**config.mk**
```make
export PLATFORM = sky130hd
export DESIGN_NAME = cdac_display_ctrl
export DESIGN_NICKNAME = d
export VERILOG_FILES = /design/src/rtl/cdac_pkg.sv /design/src/rtl/cdac_display_ctrl.sv
export SDC_FILE = /design/constraint.sdc
export NUM_CORES = 1
export LEC_CHECK = 0
export ABC_CLOCK_PERIOD_IN_PS = 2900
export BUFFER_PORTS_ARGS = -buffer_cell sky130_fd_sc_hd__buf_2
export CORE_MARGIN = 1.5
export CORE_UTILIZATION = 59
export CTS_BUF_LIST = sky130_fd_sc_hd__clkbuf_8
export CTS_CLUSTER_DIAMETER = 80
export DETAILED_ROUTE_END_ITERATION = 7
export GPL_ROUTABILITY_DRIVEN = 0
export GPL_TIMING_DRIVEN = 1
export PLACE_DENSITY = 0.8
export SYNTH_ARGS = -nofsm -noshare
export SYNTH_HDL_FRONTEND = slang
export SYNTH_SLANG_ARGS = --single-unit
```
**constraint.sdc**
```tcl
create_clock -name ref_clk -period 2.9 [get_ports ref_clk]
set_clock_uncertainty 0.15 [all_clocks]
set_input_delay 0.435 -clock ref_clk [delete_from_list [all_inputs] [get_ports ref_clk]]
set_output_delay 0.435 -clock ref_clk [all_outputs]
set_load 0.05 [all_outputs]
```
**src/rtl/cdac_pkg.sv**
```systemverilog
// constants for the character display attribute controller
// assumes a 200 MHz core clock and an 8-bit host strobe bus
`default_nettype none
package cdac_pkg;
    // ------------------------------------------------------------
    // control word and digit character fields
    // ------------------------------------------------------------
    localparam int BRIGHT_LSB = 0;
    localparam int ATTR_LSB = 2;
    localparam int CURSOR_EN_BIT = 4;
    localparam int DISP_BLINK_BIT = 5;
    localparam int LAMP_TEST_BIT = 6;
    localparam int CLEAR_BIT = 7;
    localparam int FLAG_BIT = 7;
    localparam logic [7:0] CTRL_RESET = 8'h00;
    localparam logic [7:0] DIGIT_RESET = 8'h00;
    // codes below this value show a dark digit
    localparam logic [6:0] FIRST_GLYPH = 7'h20;
    // brightness codes
    localparam logic [1:0] BRIGHT_BLANK = 2'h0;
    localparam logic [1:0] BRIGHT_QUARTER = 2'h1;
    localparam logic [1:0] BRIGHT_HALF = 2'h2;
    localparam logic [1:0] BRIGHT_FULL = 2'h3;
    // attribute selector codes (bits 3:2)
    localparam logic [1:0] ATTR_CURSOR = 2'h0;
    localparam logic [1:0] ATTR_BLINK = 2'h1;
    localparam logic [1:0] ATTR_BLINK_CURSOR = 2'h2;
    localparam logic [1:0] ATTR_ALTERNATE = 2'h3;
    // ------------------------------------------------------------
    // timing: blink half period 250 ms gives about 2 Hz
    // ------------------------------------------------------------
    localparam int CLK_MHZ = 200;
    localparam int BLINK_HALF_MS = 250;
    localparam int BLINK_HALF_CYC = BLINK_HALF_MS * 1000 * CLK_MHZ;
endpackage
`default_nettype wire

```
**src/rtl/cdac_display_ctrl.sv**
```systemverilog
// character and control word store of a four digit dot matrix display
// assumes host strobes are asynchronous pins, synchronised here
// Contract
// host holds register select high when writing digit characters
// digit with flag bit set gets selected highlight, others normal
// codes 0x00 to 0x1F show a fully dark digit
// control 0x17 gives full brightness with flagged digits blinking
// code 0xD3 in leftmost digit is flagged S taking the highlight
// control 0x1F alternates flagged digits between glyph and cursor
// control 0x23 blinks whole display regardless of flags
// select low reaches one control word at 0..3; 4..7 are digits
// bits 1:0 brightness, bit 4 cursor enable, bits 3:2 attribute
// bit 5 blinks display near 2 Hz; bit 6 lamp test half
// control write with bit 7 set clears all digits and control
// low seven bits pick the glyph; attributes never alter stored code
`timescale 1ns/10ps
`default_nettype none
module cdac_display_ctrl #(
    parameter int BLINK_HALF = cdac_pkg::BLINK_HALF_CYC
) (
    input wire logic ref_clk,
    input wire logic rstn,
    input wire logic chip_select_low_n,
    input wire logic chip_select_high,
    input wire logic wr_n,
    input wire logic rd_n,
    input wire logic [1:0] addr_low,
    input wire logic register_space_select,
    input wire logic [7:0] data_in,
    output logic [7:0] data_out,
    output logic data_oe,
    output logic [6:0] glyph_code_0,
    output logic [6:0] glyph_code_1,
    output logic [6:0] glyph_code_2,
    output logic [6:0] glyph_code_3,
    output logic [3:0] digit_dark,
    output logic [3:0] digit_cursor,
    output logic [3:0] digit_half,
    output logic [1:0] brightness,
    output logic [7:0] control_word
);
    // ------------------------------------------------------------
    // pin synchronisers
    // ------------------------------------------------------------
    localparam int SW = 15;
    logic [SW-1:0] pin_raw;
    logic [SW-1:0] sync1_r;
    logic [SW-1:0] sync2_r;
    assign pin_raw = {chip_select_low_n, chip_select_high, wr_n, rd_n,
                      addr_low, register_space_select, data_in};

    // two stage sync; first stage read only by second
    always_ff @(posedge ref_clk or negedge rstn) begin
        if (!rstn) begin
            sync1_r <= '0;
            sync2_r <= '0;
        end else begin
            sync1_r <= pin_raw;
            sync2_r <= sync1_r;
        end
    end

    logic sel;
    logic wr_lvl;
    logic rd_lvl;
    logic [2:0] addr;
    logic [7:0] din;
    assign sel = !sync2_r[14] && sync2_r[13];
    assign wr_lvl = sel && !sync2_r[12];
    assign rd_lvl = sel && !sync2_r[11];
    assign addr = {sync2_r[8], sync2_r[10:9]};
    assign din = sync2_r[7:0];

    // ------------------------------------------------------------
    // write edge detect, register store
    // ------------------------------------------------------------
    logic wr_d_r;
    logic wr_d_nxt;
    logic [7:0] ctrl_r;
    logic [7:0] ctrl_nxt;
    logic [7:0] digit_r [4];
    logic [7:0] digit_nxt [4];
    logic wr_pulse;
    // act once per strobe, on its falling edge, after data has settled
    assign wr_pulse = wr_lvl && !wr_d_r;

    always_comb begin
        wr_d_nxt = wr_lvl;
        ctrl_nxt = ctrl_r;
        for (int i = 0; i < 4; i++) digit_nxt[i] = digit_r[i];
        if (wr_pulse) begin
            if (!addr[2]) begin
                // one shared word behind all four low addresses
                if (din[cdac_pkg::CLEAR_BIT]) begin
                    ctrl_nxt = cdac_pkg::CTRL_RESET;
                    for (int i = 0; i < 4; i++)
                        digit_nxt[i] = cdac_pkg::DIGIT_RESET;
                end else begin
                    ctrl_nxt = din;
                end
            end else begin
                digit_nxt[addr[1:0]] = din;
            end
        end
    end

    always_ff @(posedge ref_clk or negedge rstn) begin
        if (!rstn) begin
            wr_d_r <= 1'b0;
            ctrl_r <= cdac_pkg::CTRL_RESET;
            for (int i = 0; i < 4; i++) digit_r[i] <= cdac_pkg::DIGIT_RESET;
        end else begin
            wr_d_r <= wr_d_nxt;
            ctrl_r <= ctrl_nxt;
            for (int i = 0; i < 4; i++) digit_r[i] <= digit_nxt[i];
        end
    end

    // ------------------------------------------------------------
    // read path
    // ------------------------------------------------------------
    logic [7:0] dout_r;
    logic [7:0] dout_nxt;
    logic oe_r;
    logic oe_nxt;
    // any low address returns the control word
    always_comb begin
        oe_nxt = rd_lvl;
        dout_nxt = addr[2] ? digit_r[addr[1:0]] : ctrl_r;
    end

    always_ff @(posedge ref_clk or negedge rstn) begin
        if (!rstn) begin
            dout_r <= 8'h00;
            oe_r <= 1'b0;
        end else begin
            dout_r <= dout_nxt;
            oe_r <= oe_nxt;
        end
    end
    assign data_out = dout_r;
    assign data_oe = oe_r;

    // ------------------------------------------------------------
    // blink timebase
    // ------------------------------------------------------------
    logic [31:0] blink_cnt_r;
    logic [31:0] blink_cnt_nxt;
    logic blink_ph_r;
    logic blink_ph_nxt;
    // free running so multiple blink users stay in phase
    always_comb begin
        blink_ph_nxt = blink_ph_r;
        if (blink_cnt_r >= 32'(BLINK_HALF - 1)) begin
            blink_cnt_nxt = 32'h0;
            blink_ph_nxt = !blink_ph_r;
        end else begin
            blink_cnt_nxt = blink_cnt_r + 32'h1;
        end
    end

    always_ff @(posedge ref_clk or negedge rstn) begin
        if (!rstn) begin
            blink_cnt_r <= 32'h0;
            blink_ph_r <= 1'b0;
        end else begin
            blink_cnt_r <= blink_cnt_nxt;
            blink_ph_r <= blink_ph_nxt;
        end
    end

    // ------------------------------------------------------------
    // per digit presentation
    // ------------------------------------------------------------
    logic [6:0] glyph_r [4];
    logic [6:0] glyph_nxt [4];
    logic [3:0] dark_r;
    logic [3:0] dark_nxt;
    logic [3:0] cur_r;
    logic [3:0] cur_nxt;
    logic [3:0] half_r;
    logic [3:0] half_nxt;
    logic [1:0] attr;
    logic cur_en;
    logic lamp;
    logic dblink;
    assign attr = ctrl_r[cdac_pkg::ATTR_LSB +: 2];
    assign cur_en = ctrl_r[cdac_pkg::CURSOR_EN_BIT];
    assign lamp = ctrl_r[cdac_pkg::LAMP_TEST_BIT];
    assign dblink = ctrl_r[cdac_pkg::DISP_BLINK_BIT];

    // lamp test overrides all; whole blink then flags; store untouched
    always_comb begin
        for (int i = 0; i < 4; i++) begin
            glyph_nxt[i] = digit_r[i][6:0];
            // first 32 codes never show a glyph
            dark_nxt[i] = digit_r[i][6:0] < cdac_pkg::FIRST_GLYPH;
            cur_nxt[i] = 1'b0;
            half_nxt[i] = 1'b0;
            if (cur_en && digit_r[i][cdac_pkg::FLAG_BIT]) begin
                case (attr)
                    cdac_pkg::ATTR_CURSOR: cur_nxt[i] = 1'b1;
                    cdac_pkg::ATTR_BLINK: begin
                        if (blink_ph_r) dark_nxt[i] = 1'b1;
                    end
                    cdac_pkg::ATTR_BLINK_CURSOR: begin
                        cur_nxt[i] = !blink_ph_r;
                        if (blink_ph_r) dark_nxt[i] = 1'b1;
                    end
                    default: cur_nxt[i] = blink_ph_r;
                endcase
            end
            if (cur_nxt[i]) begin
                dark_nxt[i] = 1'b0;
                half_nxt[i] = 1'b1;
            end
            if (dblink && blink_ph_r) begin
                dark_nxt[i] = 1'b1;
                cur_nxt[i] = 1'b0;
            end
            if (lamp) begin
                dark_nxt[i] = 1'b0;
                cur_nxt[i] = 1'b1;
                half_nxt[i] = 1'b1;
            end
        end
    end

    always_ff @(posedge ref_clk or negedge rstn) begin
        if (!rstn) begin
            for (int i = 0; i < 4; i++) glyph_r[i] <= 7'h00;
            dark_r <= 4'hF;
            cur_r <= 4'h0;
            half_r <= 4'h0;
        end else begin
            for (int i = 0; i < 4; i++) glyph_r[i] <= glyph_nxt[i];
            dark_r <= dark_nxt;
            cur_r <= cur_nxt;
            half_r <= half_nxt;
        end
    end

    assign glyph_code_0 = glyph_r[0];
    assign glyph_code_1 = glyph_r[1];
    assign glyph_code_2 = glyph_r[2];
    assign glyph_code_3 = glyph_r[3];
    assign digit_dark = dark_r;
    assign digit_cursor = cur_r;
    assign digit_half = half_r;
    assign brightness = ctrl_r[cdac_pkg::BRIGHT_LSB +: 2];
    assign control_word = ctrl_r;
endmodule // cdac_display_ctrl
`default_nettype wire

```
## Word level (Yosys, flattened, before mapping)

Cells that the tools add are included.

| operators by class | value |
|---|---|
| $add $sub $neg | 1 |
| equality and inequality tests | 2 |
| mux-type cells | 56 |
| bitwise logic cells | 2 |
| magnitude comparators | 7 |
| reductions and logical operators | 20 |

Operators by type and width:

| cell | number |
|---|---|
| 32-bit 2-to-1 mux | 3 |
| 1-bit 2-to-1 mux | 44 |
| 32-bit by 1-bit adder with 32-bit output (second input constant) | 1 |
| 32-bit bitwise mux | 1 |
| 32-bit by 26-bit greater-or-equal comparator with 1-bit output (second input constant) | 1 |
| 8-bit 2-to-1 mux | 4 |
| 7-bit by 6-bit < comparator with 1-bit output (second input constant) | 4 |
| 8-bit binary-select mux with 2-bit select | 1 |
| 8-bit demux with 2-bit select | 1 |
| 1-bit logical AND | 10 |
| 7-bit 2-to-1 mux | 1 |
| 1-bit logical NOT | 5 |
| 2-bit AND reduction | 2 |
| 3-bit greater-or-equal comparator (second input constant) | 1 |
| 3-bit by 1-bit < comparator with 1-bit output (second input constant) | 1 |
| 2-bit NOT with 3-bit output | 1 |
| 1-bit one-hot mux with 3 select lines | 1 |
| 2-bit by 1-bit equality test with 1-bit output (second input constant) | 1 |
| 2-bit equality test (second input constant) | 1 |
| 2-bit logical NOT | 1 |
| 2-bit nonzero test | 1 |
| 2-bit OR reduction | 1 |
| 1-bit NOT | 1 |

| word-level totals | value |
|---|---|
| input bits | 17 |
| bits in registers | 153 |
| word-level logic and storage cells | 107 |

## Longest topological paths before layout

| depth | value |
|---|---|
| word-level depth | 7 |
| mapped depth | 7 |
| depth with buffers taken out | 6 |

## Least setup slack after synthesis

OpenSTA, ideal clock, no wires.

| timing path | value |
|---|---|
| path type | flip-flop to flip-flop |
| start | reg blink_cnt_r[8] |
| end | reg blink_cnt_r[24] |
| setup slack | 0.823 ns |
| cell stages (with the launch flop) | 6 |
| period minus slack after synthesis | 2.077 ns |
| path buffers | 1 |
| library setup time | 0.094 ns |
| data arrival time | 1.834 ns |
| cell sequence | dfrtp_1 -> nand4_2 -> or4_4 -> buf_6 -> or4_4 -> a221oi_2 |

| between the ends | value |
|---|---|
| longest elaborated chain between the ends | 2 |
| elaborated cells between the ends (all ways) | 3 |
| classes of those cells | add/sub: 1; order compare: 1; mux: 1 |

RTL lines:

| what | line | source |
|---|---|---|
| start: declaration | cdac_display_ctrl.sv:147 | `logic [31:0] blink_cnt_r;` |
| start signal: assignment | cdac_display_ctrl.sv:167 | `blink_cnt_r <= blink_cnt_nxt;` |
| 32-bit by 1-bit adder with 32-bit output or 32-bit by 26-bit greater-or-equal comparator with 1-bit output (tied branches) | cdac_display_ctrl.sv:158, cdac_display_ctrl.sv:154 |  |
| 32-bit 2-to-1 mux (*) | cdac_display_ctrl.sv:154 | `if (blink_cnt_r >= 32'(BLINK_HALF - 1)) begin` |
| net blink_cnt_nxt[24] | cdac_display_ctrl.sv:148 | `logic [31:0] blink_cnt_nxt;` |

Mark *: on every way through the listed nets, which the timed path passes. The rest lies on a longest branch.
A chain may end at the register's enable or synchronous reset.

## Final worst setup path

| timing path | value |
|---|---|
| start | reg blink_cnt_r[0] |
| end | reg blink_cnt_r[2] |

Same word-level chain as after synthesis.

==> results.py <==
metrics = {
    "setup_path": {
        "required_ns": 3.03,
        "critPathKind": "register to register",
        "startpoint_type": "register",
        "worstRegToRegCells": 6,
        "cp.arrival_ns": 2.52,
        "path_max_fanout": 16,
        "endpoint_kind": "register",
    },
    "die": {
        "io-pin-count": 76,
        "die_h_um": 101,
        "die_x_um": 101,
        "dieArea_um2": 10200,
        "num_rows": 35,
        "start_util": 0.613,
        "core_um2": 9280,
    },
    "synthesis": {
        "seq_area_frac_synth": 0.670,
        "synthCells": 418,
        "syn_area_um2": 5690,
        "avgSynthCellArea_um2": 13.6,
        "synth_edf_count": 0,
        "ys_warn_count": 0,
        "synth_cell_types": 48,
        "ys_ff_latch": 152,
        "ys.flop_type": "dfrtp_1",
        "synthArstFlopShare": 1.00,
    },
    "job": {
        "max_cap_viol_count": 0,
    },
    "route": {
        "drtPass1Iterations": 5,
        "viasPerCell": 5.87,
        "wire_per_inst_um": 17.4,
        "drtIter0Drc": 241,
        "ant_nets": 0,
        "routed_wl_um": 11600,
        "drc": 0,
        "vias": 3908,
    },
    "power": {
        "combPwrFrac": 0.173,
        "p_per_area_nw_per_um2": 711,
        "p_clk_frac": 0.318,
        "switching_power_mw": 1.62,
        "leakage_nw": 3.16,
        "switching_share": 0.337,
        "internal_power_mw": 3.18,
        "p_seq_frac": 0.510,
        "peakVddDrop_mv": 0.490,
    },
    "clock_tree": {
        "clkSlewWorstSetupHoldPaths_ns": 0.09,
        "tritoncts": "built",
        "clk_latency_ns": 0.44,
        "hold_buffers": 16,
        "htreeDepth": 4,
        "clock-sinks": 152,
        "post_cts_buffers": 0,
        "cts_made_buffers": 17,
        "clk_path_buf_depth": 2,
        "post_cts_resized": 0,
        "cts_root_buffer": "clkbuf_8",
    },
    "grt": {
        "grt-ovfl-total": 0,
        "grt_first_pass_wirelength_um": 18900,
        "busiest_layer": "met2",
        "track_usage": 0.246,
        "grt_max_degree": 71,
        "antenna_found_initial": 0,
        "use_met3": 0.0580,
        "grt_pass1_vias": 3783,
        "gr-usage-met1": 0.352,
        "met2_usage": 0.376,
    },
    "timing": {
        "slew-limit-headroom": 0.335,
        "worst_slew_pin_slew_ns": 0.995,
        "setup_viol": 0,
        "hold_viol": 0,
        "final.setup.tns_ns": 0,
        "slew_violations": 0,
        "rsz0062_at_grt": "no",
        "final.min_clock_period_ns": 2.39,
        "fin_crit_sh": 0.824,
        "fmax_mhz": 418,
    },
    "final_layout": {
        "nets": 545,
        "drive_above_1_share": 0.251,
        "final_cell_mix": "dfrtp_1 (148), buf_2 (73), a22o_1 (32), o21ai_0 (25), nand2_1 (24)",
        "stdcell_area_um2": 6760,
        "mostFrequentLayoutCell": "dfrtp_1",
        "stdcell_count": 666,
        "insertedDiodeCount": 0,
        "area_growth_pct": 18.8,
    },
    "status": {
        "status": "finished clean",
    },
    "min_path": {
        "hold_depth": 0,
        "hold_path_class": "register to register",
    },
    "place": {
        "port_buffers": 74,
        "placedCellCount": 618,
        "dpl-instance-area_um2": 6210,
        "dp_hpwl_um": 7650,
    },
}
==> registers in the layout, indices dropped and copies added (netlist names) <==
| signal | flops |
|---|---|
| digit_r | 32 |
| glyph_code_3 | 7 |
| digit_cursor | 4 |
| blink_ph_r | 1 |
| glyph_code_1 | 7 |
| data_oe | 1 |
| data_out | 8 |
| glyph_code_2 | 7 |
| glyph_code_0 | 7 |
| sync2_r | 15 |
| digit_half | 4 |
| digit_dark | 4 |
| wr_d_r | 1 |
| sync1_r | 15 |
| control_word | 7 |
| blink_cnt_r | 32 |
==> power by group through the flow <==
stage	clock [mW]	combinational [mW]	sequential, mW
5_1_grt	1.65	0.877	2.47
4_1_cts	1.56	0.834	2.45
3_5_place_dp	0	0.815	2.49
3_3_place_gp	0	0.805	2.48
2_1_floorplan	0	0.203	2.86
6_report	1.53	0.829	2.45
==> per-stage QoR <==
step	util	setup WS [ns]	hold WS, ns	power [mW]
after floorplan	-	0.823	-0.0106	3.06
after global placement	0.669	0.652	0.182	3.28
after detailed placement	0.669	0.580	0.185	3.30
after CTS	0.728	0.524	0.204	4.84
after global routing	0.728	0.320	0.203	5.00
final	0.728	0.510	0.202	4.80
==> worst paths after layout <==
kind,slack [ns],to,startpoint
worst min register to register,0.20,sync2_r[10],sync1_r[10]
max in group asynchronous,1.42,digit_dark[1],rstn
worst min-delay path,0.20,sync2_r[10],sync1_r[10]
worst max-delay path,0.51,blink_cnt_r[2],blink_cnt_r[0]
worst max register to register,0.51,blink_cnt_r[2],blink_cnt_r[0]
min in group asynchronous,0.40,blink_cnt_r[17],rstn
==> final cells by class <==
type | instances | area [um^2]
clock buffers | 17 | 234
clock inverters | 15 | 156
fillers | 603 | 2530
inverters | 15 | 56.3
multi-input cells | 238 | 1730
flip-flops and latches | 152 | 3810
well taps | 129 | 161
repair buffers | 100 | 612
==> per-layer routing <==
metal  part of all wire  vias up  wire [um]
met2               0.49      158       5730
met1               0.43     1975       5020
li1                   -     1756          -
met3              0.058       19        671
met4              0.016        0        180
met5                  0        -          0
==> cells in the mapped netlist, types with 2 or more instances <==
| library cell | count | area, um^2 |
|---|---|---|
| or4_4 | 2 | 22.5 |
| o31ai_1 | 6 | 45.0 |
| nor4_1 | 2 | 12.5 |
| mux4_2 | 8 | 180 |
| a211oi_1 | 13 | 97.6 |
| nand3b_1 | 7 | 52.6 |
| nand2_1 | 24 | 90.1 |
| or4_1 | 6 | 45.0 |
| dfstp_2 | 4 | 105 |
| and2_1 | 5 | 31.3 |
| or3_1 | 7 | 43.8 |
| ha_1 | 4 | 50.1 |
| a221oi_1 | 12 | 105 |
| buf_4 | 3 | 22.5 |
| a21oi_1 | 5 | 25.0 |
| inv_1 | 15 | 56.3 |
| buf_1 | 2 | 7.51 |
| a22o_1 | 32 | 280 |
| nand4_1 | 6 | 37.5 |
| buf_6 | 3 | 33.8 |
| dfrtp_1 | 148 | 3700 |
| dlymetal6s2s_1 | 2 | 25.0 |
| xor2_1 | 4 | 35.0 |
| clkbuf_1 | 9 | 33.8 |
| nor2_1 | 11 | 41.3 |
| xnor2_1 | 7 | 61.3 |
| a221oi_2 | 2 | 30.0 |
| nand2b_1 | 4 | 25.0 |
| nor3_1 | 6 | 30.0 |
| and3_1 | 3 | 18.8 |
| o21ai_0 | 25 | 125 |
| a21o_1 | 5 | 37.5 |
| nand3_1 | 11 | 55.1 |
==> cells by family (layout without fill, tap and decap cells) <==
logic type                 count (synthesis)  in the layout  synth area share
DFF                                      152            152             0.670
muxes                                      9              9            0.0334
xor gates and xnor gates                  11             11            0.0169
buffers and inverters                     34            147            0.0315
other                                      1              7          0.000659
adders and majority gates                  4              4           0.00880
and+or+nand+nor                          101            101            0.0990
AOI/OAI and AO/OA                        106            106             0.140
==> worst max-delay path: stages (launching register included) <==
cell and delay [ns]:
dfrtp_1 0.41, ha_1 0.22, nand3_1 0.27, o2111ai_1 0.36, a21o_1 0.43, buf_4 0.30, a211oi_1 0.10
(Power assumes the default switching activity.)
